### src/clh_pkg.sv
// Purpose: shared constants for the character display host port core
// Assumes: 40 MHz system clock, byte wide command and data codes
// Notes:   times in ns, cycle counts derived from them
package clh_pkg;

  // clock and timing
  localparam int CLK_PERIOD_NS = 25;
  localparam int CLEAR_TIME_NS = 1530000;  // clear and home execution
  localparam int EXEC_TIME_NS  = 39000;    // other operations
  localparam int CLEAR_CYCLES  = (CLEAR_TIME_NS + CLK_PERIOD_NS - 1) / CLK_PERIOD_NS;
  localparam int EXEC_CYCLES   = (EXEC_TIME_NS + CLK_PERIOD_NS - 1) / CLK_PERIOD_NS;
  localparam int BUSY_W        = 18;

  // memory sizes and address ranges
  localparam int        TEXT_DEPTH  = 80;
  localparam int        GLYPH_DEPTH = 64;
  localparam int        LINE_LEN    = 40;
  localparam logic [6:0] ONE_LAST   = 7'h4f;
  localparam logic [6:0] L1_LAST    = 7'h27;
  localparam logic [6:0] L2_FIRST   = 7'h40;
  localparam logic [6:0] L2_LAST    = 7'h67;
  localparam logic [7:0] SPACE_CODE = 8'h20;

  // fixed glyph table code ranges
  localparam logic [7:0] ROM8_FIRST  = 8'h10;
  localparam logic [7:0] ROM8_LAST   = 8'hdb;  // 204 short patterns
  localparam logic [7:0] ROM11_FIRST = 8'he0;  // 32 tall patterns

  // scan geometry
  localparam int SEG_W   = 40;
  localparam int ROW_W   = 16;
  localparam int DOTS    = 5;
  localparam int ROW_CYC = 64;

  // instruction decode
  localparam logic [7:0] CMD_CLEAR = 8'h01;
  localparam int         BIT_HOME  = 1;
  localparam int         BIT_ENTRY = 2;
  localparam int         BIT_GSET  = 6;
  localparam int         BIT_TSET  = 7;

  // host access kinds from register choice and direction
  typedef enum logic [1:0] {
    CLH_CMD_WR  = 2'b00,
    CLH_STAT_RD = 2'b01,
    CLH_DAT_WR  = 2'b10,
    CLH_DAT_RD  = 2'b11
  } clh_acc_t;

endpackage : clh_pkg

### src/clh_host_port.sv
// Purpose: host side parallel port, command and data registers, memories
// Assumes: host pins are asynchronous to sys_clk and held stable around strobe
// Notes:   width, line count and font come in as plain configuration ports
`timescale 1ns/100ps
module clh_host_port
  import clh_pkg::*;
#(
  parameter int CLEAR_CNT = CLEAR_CYCLES,
  parameter int EXEC_CNT  = EXEC_CYCLES
)
(
  // clock and reset
  input  wire logic             sys_clk,
  input  wire logic             rstn,
  // host pins
  input  wire logic             register_choice,
  input  wire logic             rw_sel,
  input  wire logic             strobe,
  input  wire logic [7:0]       bus_in,
  output logic      [7:0]       bus_out,
  output logic                  bus_oe,
  // configuration
  input  wire logic             bus_width_select,
  input  wire logic             two_line_mode,
  input  wire logic             tall_font,
  // status
  output logic                  internal_work_flag,
  output logic      [6:0]       ram_pointer,
  // display drive
  output logic      [SEG_W-1:0] seg_out,
  output logic      [ROW_W-1:0] row_drive_line
);

  initial
  begin
    if (CLEAR_CNT < 1 || EXEC_CNT < 1 || CLEAR_CNT >= (1 << BUSY_W) || EXEC_CNT >= (1 << BUSY_W))
      $error("operation counts out of range");
  end

  ////////////////////////////////////////////////////////////////////////////////
  // pin synchronisers and strobe edge
  logic [10:0] s1_ff;
  logic [10:0] s2_ff;
  logic        stb_d_ff;

  always_ff @(posedge sys_clk or negedge rstn)
  begin
    if (!rstn)
    begin
      s1_ff    <= '0;
      s2_ff    <= '0;
      stb_d_ff <= 1'b0;
    end
    else
    begin
      s1_ff    <= {register_choice, rw_sel, strobe, bus_in};
      s2_ff    <= s1_ff;
      stb_d_ff <= s2_ff[8];
    end
  end

  wire       rs_s  = s2_ff[10];
  wire       rw_s  = s2_ff[9];
  wire       stb_s = s2_ff[8];
  wire [7:0] bus_s = s2_ff[7:0];
  wire       fall  = stb_d_ff & ~stb_s;

  ////////////////////////////////////////////////////////////////////////////////
  // state
  logic [7:0]        cmd_ff;       // command holding register
  logic [7:0]        dtr_ff;       // data transfer register
  logic [6:0]        ptr_ff;
  logic              glyph_sel_ff;
  logic              dir_ff;
  logic              scroll_ff;
  logic [6:0]        ofs_ff;
  logic              busy_ff;
  logic [BUSY_W-1:0] busy_cnt_ff;
  logic              nib_ff;
  logic [3:0]        hi_ff;
  logic              reload_ff;
  logic [7:0]        bus_out_ff;
  logic [7:0]        text_mem  [TEXT_DEPTH];
  logic [4:0]        glyph_mem [GLYPH_DEPTH];

  ////////////////////////////////////////////////////////////////////////////////
  // access decode and nibble pairing
  wire       wide   = bus_width_select;
  wire       xfer   = fall & (wide | nib_ff);
  wire [7:0] byte_i = wide ? bus_s : {hi_ff, bus_s[7:4]};
  clh_acc_t  acc;
  assign acc = clh_acc_t'({rs_s, rw_s});
  wire cmd_wr = xfer & (acc == CLH_CMD_WR) & ~busy_ff;
  wire dat_wr = xfer & (acc == CLH_DAT_WR) & ~busy_ff;
  wire dat_rd = xfer & (acc == CLH_DAT_RD);
  wire do_clr = cmd_wr & (byte_i == CMD_CLEAR);
  wire do_hom = cmd_wr & (byte_i[7:2] == 6'h00) & byte_i[BIT_HOME];
  wire do_ent = cmd_wr & (byte_i[7:3] == 5'h00) & byte_i[BIT_ENTRY];
  wire do_gst = cmd_wr & (byte_i[7:6] == 2'b01);
  wire do_tst = cmd_wr & byte_i[BIT_TSET];

  ////////////////////////////////////////////////////////////////////////////////
  // pointer stepping and text index mapping
  wire [6:0] p_inc = ptr_ff + 7'h01;
  wire [6:0] p_dec = ptr_ff - 7'h01;
  wire [6:0] t_inc = two_line_mode ? ((ptr_ff == L1_LAST) ? L2_FIRST :
                     (ptr_ff == L2_LAST) ? 7'h00 : p_inc) :
                     ((ptr_ff == ONE_LAST) ? 7'h00 : p_inc);
  wire [6:0] t_dec = two_line_mode ? ((ptr_ff == 7'h00) ? L2_LAST :
                     (ptr_ff == L2_FIRST) ? L1_LAST : p_dec) :
                     ((ptr_ff == 7'h00) ? ONE_LAST : p_dec);
  wire [6:0] g_nxt = {1'b0, dir_ff ? p_inc[5:0] : p_dec[5:0]};
  wire [6:0] stepped = glyph_sel_ff ? g_nxt : (dir_ff ? t_inc : t_dec);
  wire [6:0] t_idx = (two_line_mode & ptr_ff[6]) ?
                     ptr_ff - L2_FIRST + 7'(LINE_LEN) : ptr_ff;
  wire       t_ok  = t_idx < 7'(TEXT_DEPTH);
  wire [7:0] mem_rd = glyph_sel_ff ? {3'h0, glyph_mem[ptr_ff[5:0]]} :
                      (t_ok ? text_mem[t_idx] : 8'h00);
  wire [6:0] span  = two_line_mode ? 7'(LINE_LEN) : 7'(TEXT_DEPTH);
  wire [6:0] o_inc = (ofs_ff == span - 7'h01) ? 7'h00 : ofs_ff + 7'h01;
  wire [6:0] o_dec = (ofs_ff == 7'h00) ? span - 7'h01 : ofs_ff - 7'h01;

  ////////////////////////////////////////////////////////////////////////////////
  // command, pointer, mode and busy registers
  always_ff @(posedge sys_clk or negedge rstn)
  begin
    if (!rstn)
    begin
      cmd_ff       <= 8'h00;
      ptr_ff       <= 7'h00;
      glyph_sel_ff <= 1'b0;
      dir_ff       <= 1'b1;
      scroll_ff    <= 1'b0;
      ofs_ff       <= 7'h00;
      busy_ff      <= 1'b0;
      busy_cnt_ff  <= '0;
      nib_ff       <= 1'b0;
      hi_ff        <= 4'h0;
    end
    else
    begin
      if (fall & ~wide)
        nib_ff <= ~nib_ff;
      if (fall & ~wide & ~nib_ff)
        hi_ff <= bus_s[7:4];
      if (cmd_wr)
        cmd_ff <= byte_i;
      if (busy_ff)
      begin
        busy_cnt_ff <= busy_cnt_ff - BUSY_W'(1);
        busy_ff     <= (busy_cnt_ff != BUSY_W'(1));
      end
      if (cmd_wr | dat_wr)
      begin
        busy_ff     <= 1'b1;
        busy_cnt_ff <= (do_clr | do_hom) ? BUSY_W'(CLEAR_CNT) : BUSY_W'(EXEC_CNT);
      end
      if (do_clr)
      begin
        ptr_ff       <= 7'h00;
        glyph_sel_ff <= 1'b0;
        dir_ff       <= 1'b1;
        ofs_ff       <= 7'h00;
      end
      else if (do_hom)
      begin
        ptr_ff       <= 7'h00;
        glyph_sel_ff <= 1'b0;
        ofs_ff       <= 7'h00;
      end
      else if (do_ent)
      begin
        dir_ff    <= byte_i[1];
        scroll_ff <= byte_i[0];
      end
      else if (do_tst)
      begin
        ptr_ff       <= byte_i[6:0];
        glyph_sel_ff <= 1'b0;
      end
      else if (do_gst)
      begin
        ptr_ff       <= {1'b0, byte_i[5:0]};
        glyph_sel_ff <= 1'b1;
      end
      if (dat_wr | dat_rd)
        ptr_ff <= stepped;
      if (dat_wr & scroll_ff & ~glyph_sel_ff)
        ofs_ff <= dir_ff ? o_inc : o_dec;
    end
  end

  ////////////////////////////////////////////////////////////////////////////////
  // data transfer register and its automatic reload
  always_ff @(posedge sys_clk or negedge rstn)
  begin
    if (!rstn)
    begin
      dtr_ff    <= 8'h00;
      reload_ff <= 1'b0;
    end
    else
    begin
      reload_ff <= dat_rd | do_tst | do_gst | do_clr | do_hom;
      if (dat_wr)
        dtr_ff <= byte_i;
      else if (reload_ff)
        dtr_ff <= mem_rd;
    end
  end

  // memories: no reset, clear fills the text with spaces
  always_ff @(posedge sys_clk)
  begin
    if (do_clr)
    begin
      for (int i = 0; i < TEXT_DEPTH; i++)
        text_mem[i] <= SPACE_CODE;
    end
    else if (dat_wr & ~glyph_sel_ff & t_ok)
      text_mem[t_idx] <= byte_i;
    if (dat_wr & glyph_sel_ff)
      glyph_mem[ptr_ff[5:0]] <= byte_i[4:0];
  end

  ////////////////////////////////////////////////////////////////////////////////
  // read path: status or data, never the command register
  wire [7:0] rd_byte = rs_s ? dtr_ff : {busy_ff, ptr_ff};
  wire [7:0] rd_lane = wide ? rd_byte :
                       {(nib_ff ? rd_byte[3:0] : rd_byte[7:4]), 4'h0};

  always_ff @(posedge sys_clk or negedge rstn)
  begin
    if (!rstn)
      bus_out_ff <= 8'h00;
    else
      bus_out_ff <= rd_lane;
  end

  assign bus_out            = bus_out_ff;
  assign bus_oe             = rw_s & stb_s;
  assign internal_work_flag = busy_ff;
  assign ram_pointer        = ptr_ff;

  ////////////////////////////////////////////////////////////////////////////////
  // scan feed: text code to glyph row
  logic [2:0] col_idx;
  logic [2:0] dot_idx;
  logic [3:0] row_idx;

  wire [4:0] duty   = two_line_mode ? 5'h10 : (tall_font ? 5'h0b : 5'h08);
  wire       line2  = two_line_mode & row_idx[3];
  wire [3:0] g_row  = two_line_mode ? {1'b0, row_idx[2:0]} : row_idx;
  wire [6:0] pos_r  = ofs_ff + {4'h0, col_idx};
  wire [6:0] pos    = (pos_r >= span) ? pos_r - span : pos_r;
  wire [6:0] s_idx  = line2 ? pos + 7'(LINE_LEN) : pos;
  wire [7:0] code   = text_mem[s_idx];
  wire       user_g = (code[7:4] == 4'h0);
  wire [4:0] u_row  = g_row[3] ? 5'h00 : glyph_mem[{code[2:0], g_row[2:0]}];
  wire       rom8   = (code >= ROM8_FIRST) & (code <= ROM8_LAST) & ~g_row[3];
  wire       rom11  = (code >= ROM11_FIRST) & (g_row < 4'hb);
  wire [4:0] f_row  = (rom8 | rom11) ? (code[4:0] ^ {g_row, 1'b1}) : 5'h00;
  wire [4:0] row_px = user_g ? u_row : f_row;
  wire       pix    = row_px[3'(DOTS - 1) - dot_idx];

  clh_row_scan #(.ROW_CYCLES(ROW_CYC)) u_scan (
    .sys_clk        (sys_clk),
    .rstn           (rstn),
    .duty_rows      (duty),
    .pix            (pix),
    .col_idx        (col_idx),
    .dot_idx        (dot_idx),
    .row_idx        (row_idx),
    .seg_out        (seg_out),
    .row_drive_line (row_drive_line)
  );

  ////////////////////////////////////////////////////////////////////////////////
  // checks
  AST_BUSY_SET: assert property (@(posedge sys_clk) disable iff (!rstn)
    cmd_wr |=> busy_ff) else $error("busy not raised by instruction");
  AST_REFUSE: assert property (@(posedge sys_clk) disable iff (!rstn)
    (busy_ff && fall && acc == CLH_CMD_WR) |=> $stable(cmd_ff)) else $error("instruction taken while busy");
  AST_BUSY_END: assert property (@(posedge sys_clk) disable iff (!rstn)
    (busy_ff && busy_cnt_ff == BUSY_W'(1) && !cmd_wr && !dat_wr) |=> !busy_ff)
    else $error("busy did not clear at count end");
  AST_CLEAR: assert property (@(posedge sys_clk) disable iff (!rstn)
    do_clr |=> (ptr_ff == 7'h00 && dir_ff && ofs_ff == 7'h00)) else $error("clear state wrong");
  AST_HOME: assert property (@(posedge sys_clk) disable iff (!rstn)
    do_hom |=> (ptr_ff == 7'h00 && ofs_ff == 7'h00)) else $error("home state wrong");
  AST_WRAP2: assert property (@(posedge sys_clk) disable iff (!rstn)
    (dat_wr && two_line_mode && !glyph_sel_ff && dir_ff && ptr_ff == L1_LAST)
    |=> ptr_ff == L2_FIRST) else $error("line one did not wrap to line two");
  AST_GSTEP: assert property (@(posedge sys_clk) disable iff (!rstn)
    (dat_rd && glyph_sel_ff && !dir_ff) |=> ptr_ff == {1'b0, $past(ptr_ff[5:0]) - 6'h01})
    else $error("glyph pointer did not step down");
  AST_STATUS: assert property (@(posedge sys_clk) disable iff (!rstn)
    (wide && !rs_s && rw_s) |=> bus_out[7:0] == {$past(busy_ff), $past(ptr_ff)})
    else $error("status read wrong");
  AST_NARROW: assert property (@(posedge sys_clk) disable iff (!rstn)
    $past(!wide) |-> bus_out[3:0] == 4'h0) else $error("low lines driven in narrow mode");
  AST_OE_LOW: assert property (@(posedge sys_clk) disable iff (!rstn)
    bus_oe |-> ($past(strobe, 2) && $past(rw_sel, 2)))
    else $error("bus driven without a read strobe");
  AST_SCROLL: assert property (@(posedge sys_clk) disable iff (!rstn)
    (dat_wr && !scroll_ff) |=> $stable(ofs_ff)) else $error("shift without auto scroll");
  AST_SHIFT: assert property (@(posedge sys_clk) disable iff (!rstn)
    (dat_wr && scroll_ff && !glyph_sel_ff) |=> !$stable(ofs_ff))
    else $error("auto scroll did not shift");

  COV_CLEAR: cover property (@(posedge sys_clk) disable iff (!rstn) do_clr ##[1:8] busy_ff);
  COV_READ:  cover property (@(posedge sys_clk) disable iff (!rstn) dat_rd ##1 reload_ff);
  COV_NIB:   cover property (@(posedge sys_clk) disable iff (!rstn) dat_wr && !wide);

endmodule : clh_host_port

### src/clh_row_scan.sv
// Purpose: row scan engine, serial segment shift and latch, one-hot row drive
// Assumes: pixel input is valid for the column and dot shown on col and dot outputs
// Notes:   one row is shifted in per ROW_CYCLES cycles
`timescale 1ns/100ps
module clh_row_scan
  import clh_pkg::*;
#(
  parameter int ROW_CYCLES = ROW_CYC
)
(
  // clock and reset
  input  wire logic             sys_clk,
  input  wire logic             rstn,
  // duty and pixel feed
  input  wire logic [4:0]       duty_rows,
  input  wire logic             pix,
  output logic      [2:0]       col_idx,
  output logic      [2:0]       dot_idx,
  output logic      [3:0]       row_idx,
  // display drive
  output logic      [SEG_W-1:0] seg_out,
  output logic      [ROW_W-1:0] row_drive_line
);

  initial
  begin
    if (ROW_CYCLES <= SEG_W || ROW_CYCLES > 255)
      $error("row period must exceed the shift length");
  end

  logic [7:0]       cnt_ff;
  logic [2:0]       col_ff;
  logic [2:0]       dot_ff;
  logic [3:0]       row_ff;
  logic [SEG_W-1:0] shift_ff;
  logic [SEG_W-1:0] seg_ff;
  logic [ROW_W-1:0] drv_ff;

  wire row_end   = (cnt_ff == 8'(ROW_CYCLES - 1));
  wire shifting  = (cnt_ff < 8'(SEG_W));
  wire latch_now = (cnt_ff == 8'(SEG_W));
  wire last_row  = ({1'b0, row_ff} >= duty_rows - 5'h01);

  // shift serially, then move to the segment latch and select the row
  always_ff @(posedge sys_clk or negedge rstn)
  begin
    if (!rstn)
    begin
      cnt_ff   <= 8'h00;
      col_ff   <= 3'h0;
      dot_ff   <= 3'h0;
      row_ff   <= 4'h0;
      shift_ff <= '0;
      seg_ff   <= '0;
      drv_ff   <= '0;
    end
    else
    begin
      cnt_ff <= row_end ? 8'h00 : cnt_ff + 8'h01;
      if (shifting)
      begin
        shift_ff <= {shift_ff[SEG_W-2:0], pix};
        dot_ff   <= (dot_ff == 3'(DOTS - 1)) ? 3'h0 : dot_ff + 3'h1;
        col_ff   <= (dot_ff == 3'(DOTS - 1)) ? col_ff + 3'h1 : col_ff;
      end
      if (latch_now)
      begin
        seg_ff <= shift_ff;
        drv_ff <= ROW_W'(1) << row_ff;
      end
      if (row_end)
      begin
        col_ff <= 3'h0;
        dot_ff <= 3'h0;
        row_ff <= last_row ? 4'h0 : row_ff + 4'h1;
      end
    end
  end

  assign col_idx        = col_ff;
  assign dot_idx        = dot_ff;
  assign row_idx        = row_ff;
  assign seg_out        = seg_ff;
  assign row_drive_line = drv_ff;

endmodule : clh_row_scan
### config.mk
export PLATFORM = sky130hd
export DESIGN_NAME = clh_host_port
export DESIGN_NICKNAME = d
export VERILOG_FILES = /design/src/clh_pkg.sv /design/src/clh_host_port.sv /design/src/clh_row_scan.sv
export SDC_FILE = /design/constraint.sdc
export NUM_CORES = 2
export LEC_CHECK = 0
export ABC_AREA = 1
export ABC_CLOCK_PERIOD_IN_PS = 12700
export BUFFER_PORTS_ARGS = -buffer_cell sky130_fd_sc_hd__buf_2
export CORE_UTILIZATION = 45
export CTS_CLUSTER_DIAMETER = 30
export DETAILED_ROUTE_END_ITERATION = 10
export GPL_TIMING_DRIVEN = 0
export REMOVE_ABC_BUFFERS = 1
export SLEW_MARGIN = 10
export SYNTH_ARGS = -nofsm -noshare
export SYNTH_HDL_FRONTEND = slang
export SYNTH_HIERARCHICAL = 1
export SYNTH_SLANG_ARGS = --single-unit
### constraint.sdc
create_clock -name sys_clk -period 12.7 [get_ports sys_clk]
set_input_delay 2.54 -clock sys_clk [delete_from_list [all_inputs] [get_ports sys_clk]]
set_output_delay 2.54 -clock sys_clk [all_outputs]
set_load 0.01 [all_outputs]
Yosys cells after proc, flatten, opt, wreduce, memory -nomap -nowiden
Memory sizes are Yosys's and may differ from the RTL's. Index checks and enable logic that the tools add are counted. Widths: inputs -> output; s select.

Add/subtract/negate cells: 17. Order comparisons: 9. Equality and inequality tests: 16. Shift-type cells: 1. Mux-type cells: 74. Bitwise operators: 45. Reduce and logical (&&, ||, !) cells: 20.

Operators by type and width (count): $mux 7 (27); $mux 8 (9); $mux 18 (2); $and 1x1->1 (27); $eq 7x7->1 const B (3); $sub 7x1->7 const B (3); $mux 5 (4); $mux 1 (19); $mux 3 (6); $ne 18x1->1 const B (1); $sub 18x1->18 const B (1); $eq 8x6->1 const B (2); $mux 16 (1); $shl 1x4->16 const A (1); $add 7x1->7 const B (2); $add 7x6->7 const B (2); $logic_not 7->1 (2); $mux 4 (3); $reduce_bool 2->1 (5); $or 1x1->1 (9); $add 8x1->8 const B (1); $eq 8x1->1 const B (1); $ge 8x5->1 const B (1); $ge 8x8->1 const B (1); 37 further kinds (49).

Bits in registers: 195. Memory bits (writable): 960. Output and inout bits: 73. Word-level logic and storage cells: 206. Memories kept: 2.

Memory list: text_mem (words 80, bits a word 8, read ports 2, clocked after Yosys merged registers in 0, write ports 80, RTL line clh_host_port.sv:83) `logic [7:0] text_mem [TEXT_DEPTH];`; glyph_mem (words 64, bits a word 5, read ports 2, clocked after Yosys merged registers in 0, write ports 1, RTL line clh_host_port.sv:84) `logic [4:0] glyph_mem [GLYPH_DEPTH];`.

Longest topological paths before layout
An unclocked memory read counts as a cell.

Word-level depth: 14. Gate-level depth with buffers: 39. Mapped depth without buffers: 38.

Modules after synthesis
The synthesis kept the hierarchy.

Modules (own cells, without submodules): clh_host_port (instances 1, cells each 6862, area an instance 68476.9 sq um, seq. area each 42386.9 sq um); clh_row_scan (instances 1, cells each 504, area an instance 4729.5 sq um, seq. area each 2852.7 sq um).

Worst setup path after synthesis
No wires, ideal clock.

Kind: input -> register. Start point: in two_line_mode. End point: reg u_scan.shift_ff[0]. Library setup time: 129 ps. Arrival time: 5780 ps. Path slack: 6791 ps. Cell stages on the path: 30. Cells stage by stage: buf_2 -> inv_1 -> ha_1 -> nand2_1 -> nor2_1 -> nand3_2 -> nand2_4 -> inv_2 -> nand2_2 -> nand2_2 -> ha_1 -> or2_2 -> o21ai_4 -> buf_6 -> nand3_1 -> nand3_1 -> nand3_1 -> nand2_1 -> buf_2 -> nand3_1 -> nand3_1 -> nand3_1 -> nand2_1 -> nand2_1 -> nand3_1 -> nand2_1 -> nand2_1 -> nand2_1 -> nor2_1 -> a21oi_1.

Longest elaborated chain between the ends: 14. Elaborated cells on any way between the ends: 26. Classes of those cells: add/sub: 2; order compare: 5; mux: 9; bitwise: 7; reduce/logical: 1; memory: 2.

RTL lines: start, declared (RTL line clh_host_port.sv:24) `input wire logic two_line_mode,`; $mux 7 (RTL line clh_host_port.sv:119) `wire [6:0] span = two_line_mode ? 7'(LINE_LEN) : 7'(TEXT_DEPTH);`; $sub 7x7->7 / $ge 7x7->1 (equally long branches) (RTL line clh_host_port.sv:255) `wire [6:0] pos = (pos_r >= span) ? pos_r - span : pos_r;`; $mux 7 (RTL line clh_host_port.sv:255); $add 7x6->7 (RTL line clh_host_port.sv:256) `wire [6:0] s_idx = line2 ? pos + 7'(LINE_LEN) : pos;`; $mux 7 (RTL line clh_host_port.sv:256); $mem_v2 80x8; $ge 8x5->1 / $le 8x8->1 (equally long branches) (RTL line clh_host_port.sv:260) `wire rom8 = (code >= ROM8_FIRST) & (code <= ROM8_LAST) & ~g_row[3];`; $and 1x1->1 (2 in a row) (RTL line clh_host_port.sv:260); $or 1x1->1 (RTL line clh_host_port.sv:262) `wire [4:0] f_row = (rom8 | rom11) ? (code[4:0] ^ {g_row, 1'b1}) : 5'h00;`; $mux 5 (RTL line clh_host_port.sv:262); $mux 5 * (RTL line clh_host_port.sv:263) `wire [4:0] row_px = user_g ? u_row : f_row;`; $bmux 1 s3 * (RTL line clh_host_port.sv:264) `wire pix = row_px[3'(DOTS - 1) - dot_idx];`; $mux 1 (not written as such) * (RTL line clh_host_port.sv:264); net pix (RTL line clh_host_port.sv:264); end signal, assigned (RTL line clh_row_scan.sv:62) `shift_ff <= {shift_ff[SEG_W-2:0], pix};`; end, declared (RTL line clh_row_scan.sv:35) `logic [SEG_W-1:0] shift_ff;`.

Mark *: on every way through the listed nets, which the timed path passes. The rest lies on a longest branch. The select of a mux whose other input is x is not followed. A chain may end at the register's enable or synchronous reset.

Final worst setup path
Ends and elaborated chain as after synthesis.

==> flow_summary.toml <==
[outcome]
status = "finished, final reports clean"

[die]
core_um2 = 161000
rows = 147
pin_count = 89
start_util = 0.455
die_w_um = 405
die_area_um2 = 164000
die_h_um = 405

[placed_design]
dp.cells = 9586
post-dp-hpwl_um = 148000
port_buffers = 88
globalplace.congestion = 0.919

[final_layout]
fin_nets = 7837
num_antenna_cells = 0
area_growth_pct = 23.3
drive_gt1_frac = 0.117
fin_cells = 10200

[critical_path]
crit_type = "in2reg"
slowest_stage = "nand2_4"
setup.worst_path.end_class = "flop"
crit_path_max_incr_delay_ns = 1.30
start_kind = "input port"
critPathMaxFanout = 63
required_ns = 13.52
arrival_ns = 10.04
crit_path_frequent_cell = "nand2_1"

[sta]
final.period_utilization = 0.727
slew_headroom = 0.0865
finalMaxSlewViolations = 0
timing.fmax_mhz = 108
hold-worst-slack_ns = 0.344
clock-skew-final_ns = 0.0555
tightestPinTransition_ns = 1.37
min_period_ns = 9.23
grt_setup_unrepaired = "no"
hold_viol = 0
setup_viol_count_final = 0

[synthesis]
synth-seq-area-share = 0.618
yosysMostFrequentCell = "nand2_1"
synth-seq-cells = 1539
synthTopCellsByArea = "edfxtp_1 55%, nand2_1 7.7%, dfrtp_1 6.6%"
synth-edff-count = 1344
yosys.area.top_type_share = 0.551
synthDistinctLibCells = 69
async_flop_share = 0.127
synth_ff_type = "edfxtp_1"
synthesis.area_um2 = 73200
yosysWarnings = 6
synth_commonest_cells = "1511 x nand2_1, 1344 x edfxtp_1, 1023 x nor2_1"
syn_inst = 7366
syn_avg_cell_area_um2 = 9.94
yosysTopAreaCell = "edfxtp_1"

[cts]
postCtsSetupRepairBufs = 0
clock_latency_ns = 0.95
ctsHtreeMaxLevel = 5
postCtsHoldBufs = 0
clock-sinks = 1539
tritoncts = "built"
path_clk_slew_ns = 0.04
cts.repair.resized = 0
numCtsBuffers = 358
clockBufferDepth = 4
cts_root_buf = "clkbuf_16"

[power_and_ir_drop]
p_leak_nw = 34.0
p_switching_mw = 4.37
seqPwrFrac = 0.344
total_power_mw = 16.9
ir_drop_mv = 0.135
power.share.clock = 0.549
internal_power_mw = 12.5
cellPowerDensity_nw_per_um2 = 187
power.share.combinational = 0.107
p_sw_frac = 0.259

[routing]
antenna_left = 0
viasPerCell = 5.96
finalWirelength_um = 248000
vias = 60900
drt_iter0_markers = 8838
first_pass_iters = 7
drc_errors = 0
wl_per_cell_um = 24.2

[grt]
gr-usage-all-layers = 0.294
grt_pass1_wl_um = 361000
grt_max_degree = 139
grt_pass1_vias = 57600
grt_overflow = 0
grt_antenna_before_repair = 4

[min_path]
min_path_type = "reg2reg"

[flow_run]
maxCapViolCount = 0
## routing by layer
layer,vias to the layer above,GRT usage,share of wire
met3,839,0.0750,0.12
met4,4,0.149,0.050
li1,26800,-,-
met5,-,0,0.00011
met2,4131,0.454,0.45
met1,29200,0.385,0.38
## per-stage QoR
step | cell area, µm² | worst slack (ns) | util | setup TNS, ns
after floorplan | 72300 | -16.31 | - | -106.67
after global placement | 75500 | -53.71 | 0.469 | -
after detailed placement | 78100 | 3.04 | 0.485 | 0
after CTS | 90300 | 3.99 | 0.561 | 0
after global routing | 90300 | 3.58 | 0.561 | 0
final | 90300 | 3.47 | 0.561 | 0
## cell usage in the layout (no fill, tap or decap), types with 22 or more instances in the layout
cell type / instances
buf_2: 87
o41ai_1: 59
conb_1: 387
clkbuf_1: 27
inv_1: 365
bufinv_16: 52
o221ai_1: 25
nand2_1: 1504
o22ai_1: 317
a22oi_1: 64
a21oi_1: 413
clkinv_1: 49
buf_16: 58
clkinv_4: 34
a32oi_1: 53
nand4_1: 44
a221oi_1: 47
ha_1: 32
xor2_1: 24
inv_6: 22
a32o_1: 60
nor3_1: 37
nor2_1: 1020
clkbuf_16: 367
clkinvlp_4: 41
o21ai_0: 437
nand3_1: 376
edfxtp_1: 1344
clkinv_2: 44
dfrtp_1: 191
o211ai_1: 70
buf_12: 34
inv_2: 101
## worst paths after layout
path	start	end	slack (ns)	cells after the start
max	two_line_mode	u_scan/shift_ff[0]$_DFFE_PN0N_	3.47	28
min	s1_ff[4]$_DFF_PN0_	s2_ff[4]$_DFF_PN0_	0.34	0
max reg2reg	ofs_ff[0]$_DFFE_PN0P_	u_scan/shift_ff[0]$_DFFE_PN0N_	4.49	34
min reg2reg	s1_ff[4]$_DFF_PN0_	s2_ff[4]$_DFF_PN0_	0.34	0
max in group asynchronous	rstn	s2_ff[2]$_DFF_PN0_	10.03	2
min in group asynchronous	rstn	u_scan/row_drive_line[8]$_DFFE_PN0P_	1.61	1
## power by group through the flow
stage | Clock, mW | Combinational (mW) | Sequential [mW]
CTS | 9.32 | 1.74 | 5.80
finish | 9.26 | 1.81 | 5.80
global placement | 0 | 1.56 | 5.88
detailed placement | 0 | 1.73 | 5.89
floorplan | 0 | 0.784 | 5.88
global route | 9.57 | 1.85 | 5.81
## worst max-delay path, delay by kind of cell
| family | cells | cell delay (ns) |
|---|---|---|
| adders and majority gates | 1 | 0.50 |
| AOI/OAI and AO/OA | 4 | 0.56 |
| and+or+nand+nor | 18 | 4.46 |
| buffers and inverters | 5 | 1.74 |
## layout make-up
cell class | count | area (µm²)
Sequential cell | 1539 | 45200
Multi-Input combinational cell | 5212 | 25500
Inverter | 494 | 1900
Clock inverter | 232 | 2780
Clock buffer | 400 | 9370
Fill cell | 13500 | 70700
Timing Repair Buffer | 181 | 2740
Tap cell | 2160 | 2700
## state kept, by name, indices dropped and copies added, names as in the netlist, 3 cells and up
name and cells:
ofs_ff 7, u_scan/row_drive_line 16, s2_ff 11, s1_ff 11, hi_ff 4, glyph_mem 320, u_scan/row_idx 4, u_scan/seg_out 40
text_mem 1024, ram_pointer 7, u_scan/shift_ff 40, dtr_ff 8, u_scan/cnt_ff 8, u_scan/dot_idx 3, u_scan/col_idx 3, busy_cnt_ff 18
bus_out 8
## cell families after synthesis
group	Yosys count	synth area share
simple gates	3063	0.169
xor+xnor	31	0.00371
flops	1539	0.618
buf+inv	1001	0.0569
other cells	1	0.0000512
fa+ha+maj	35	0.00619
mux	12	0.00164
compound gates	1684	0.144
(Power assumes the default switching activity.)
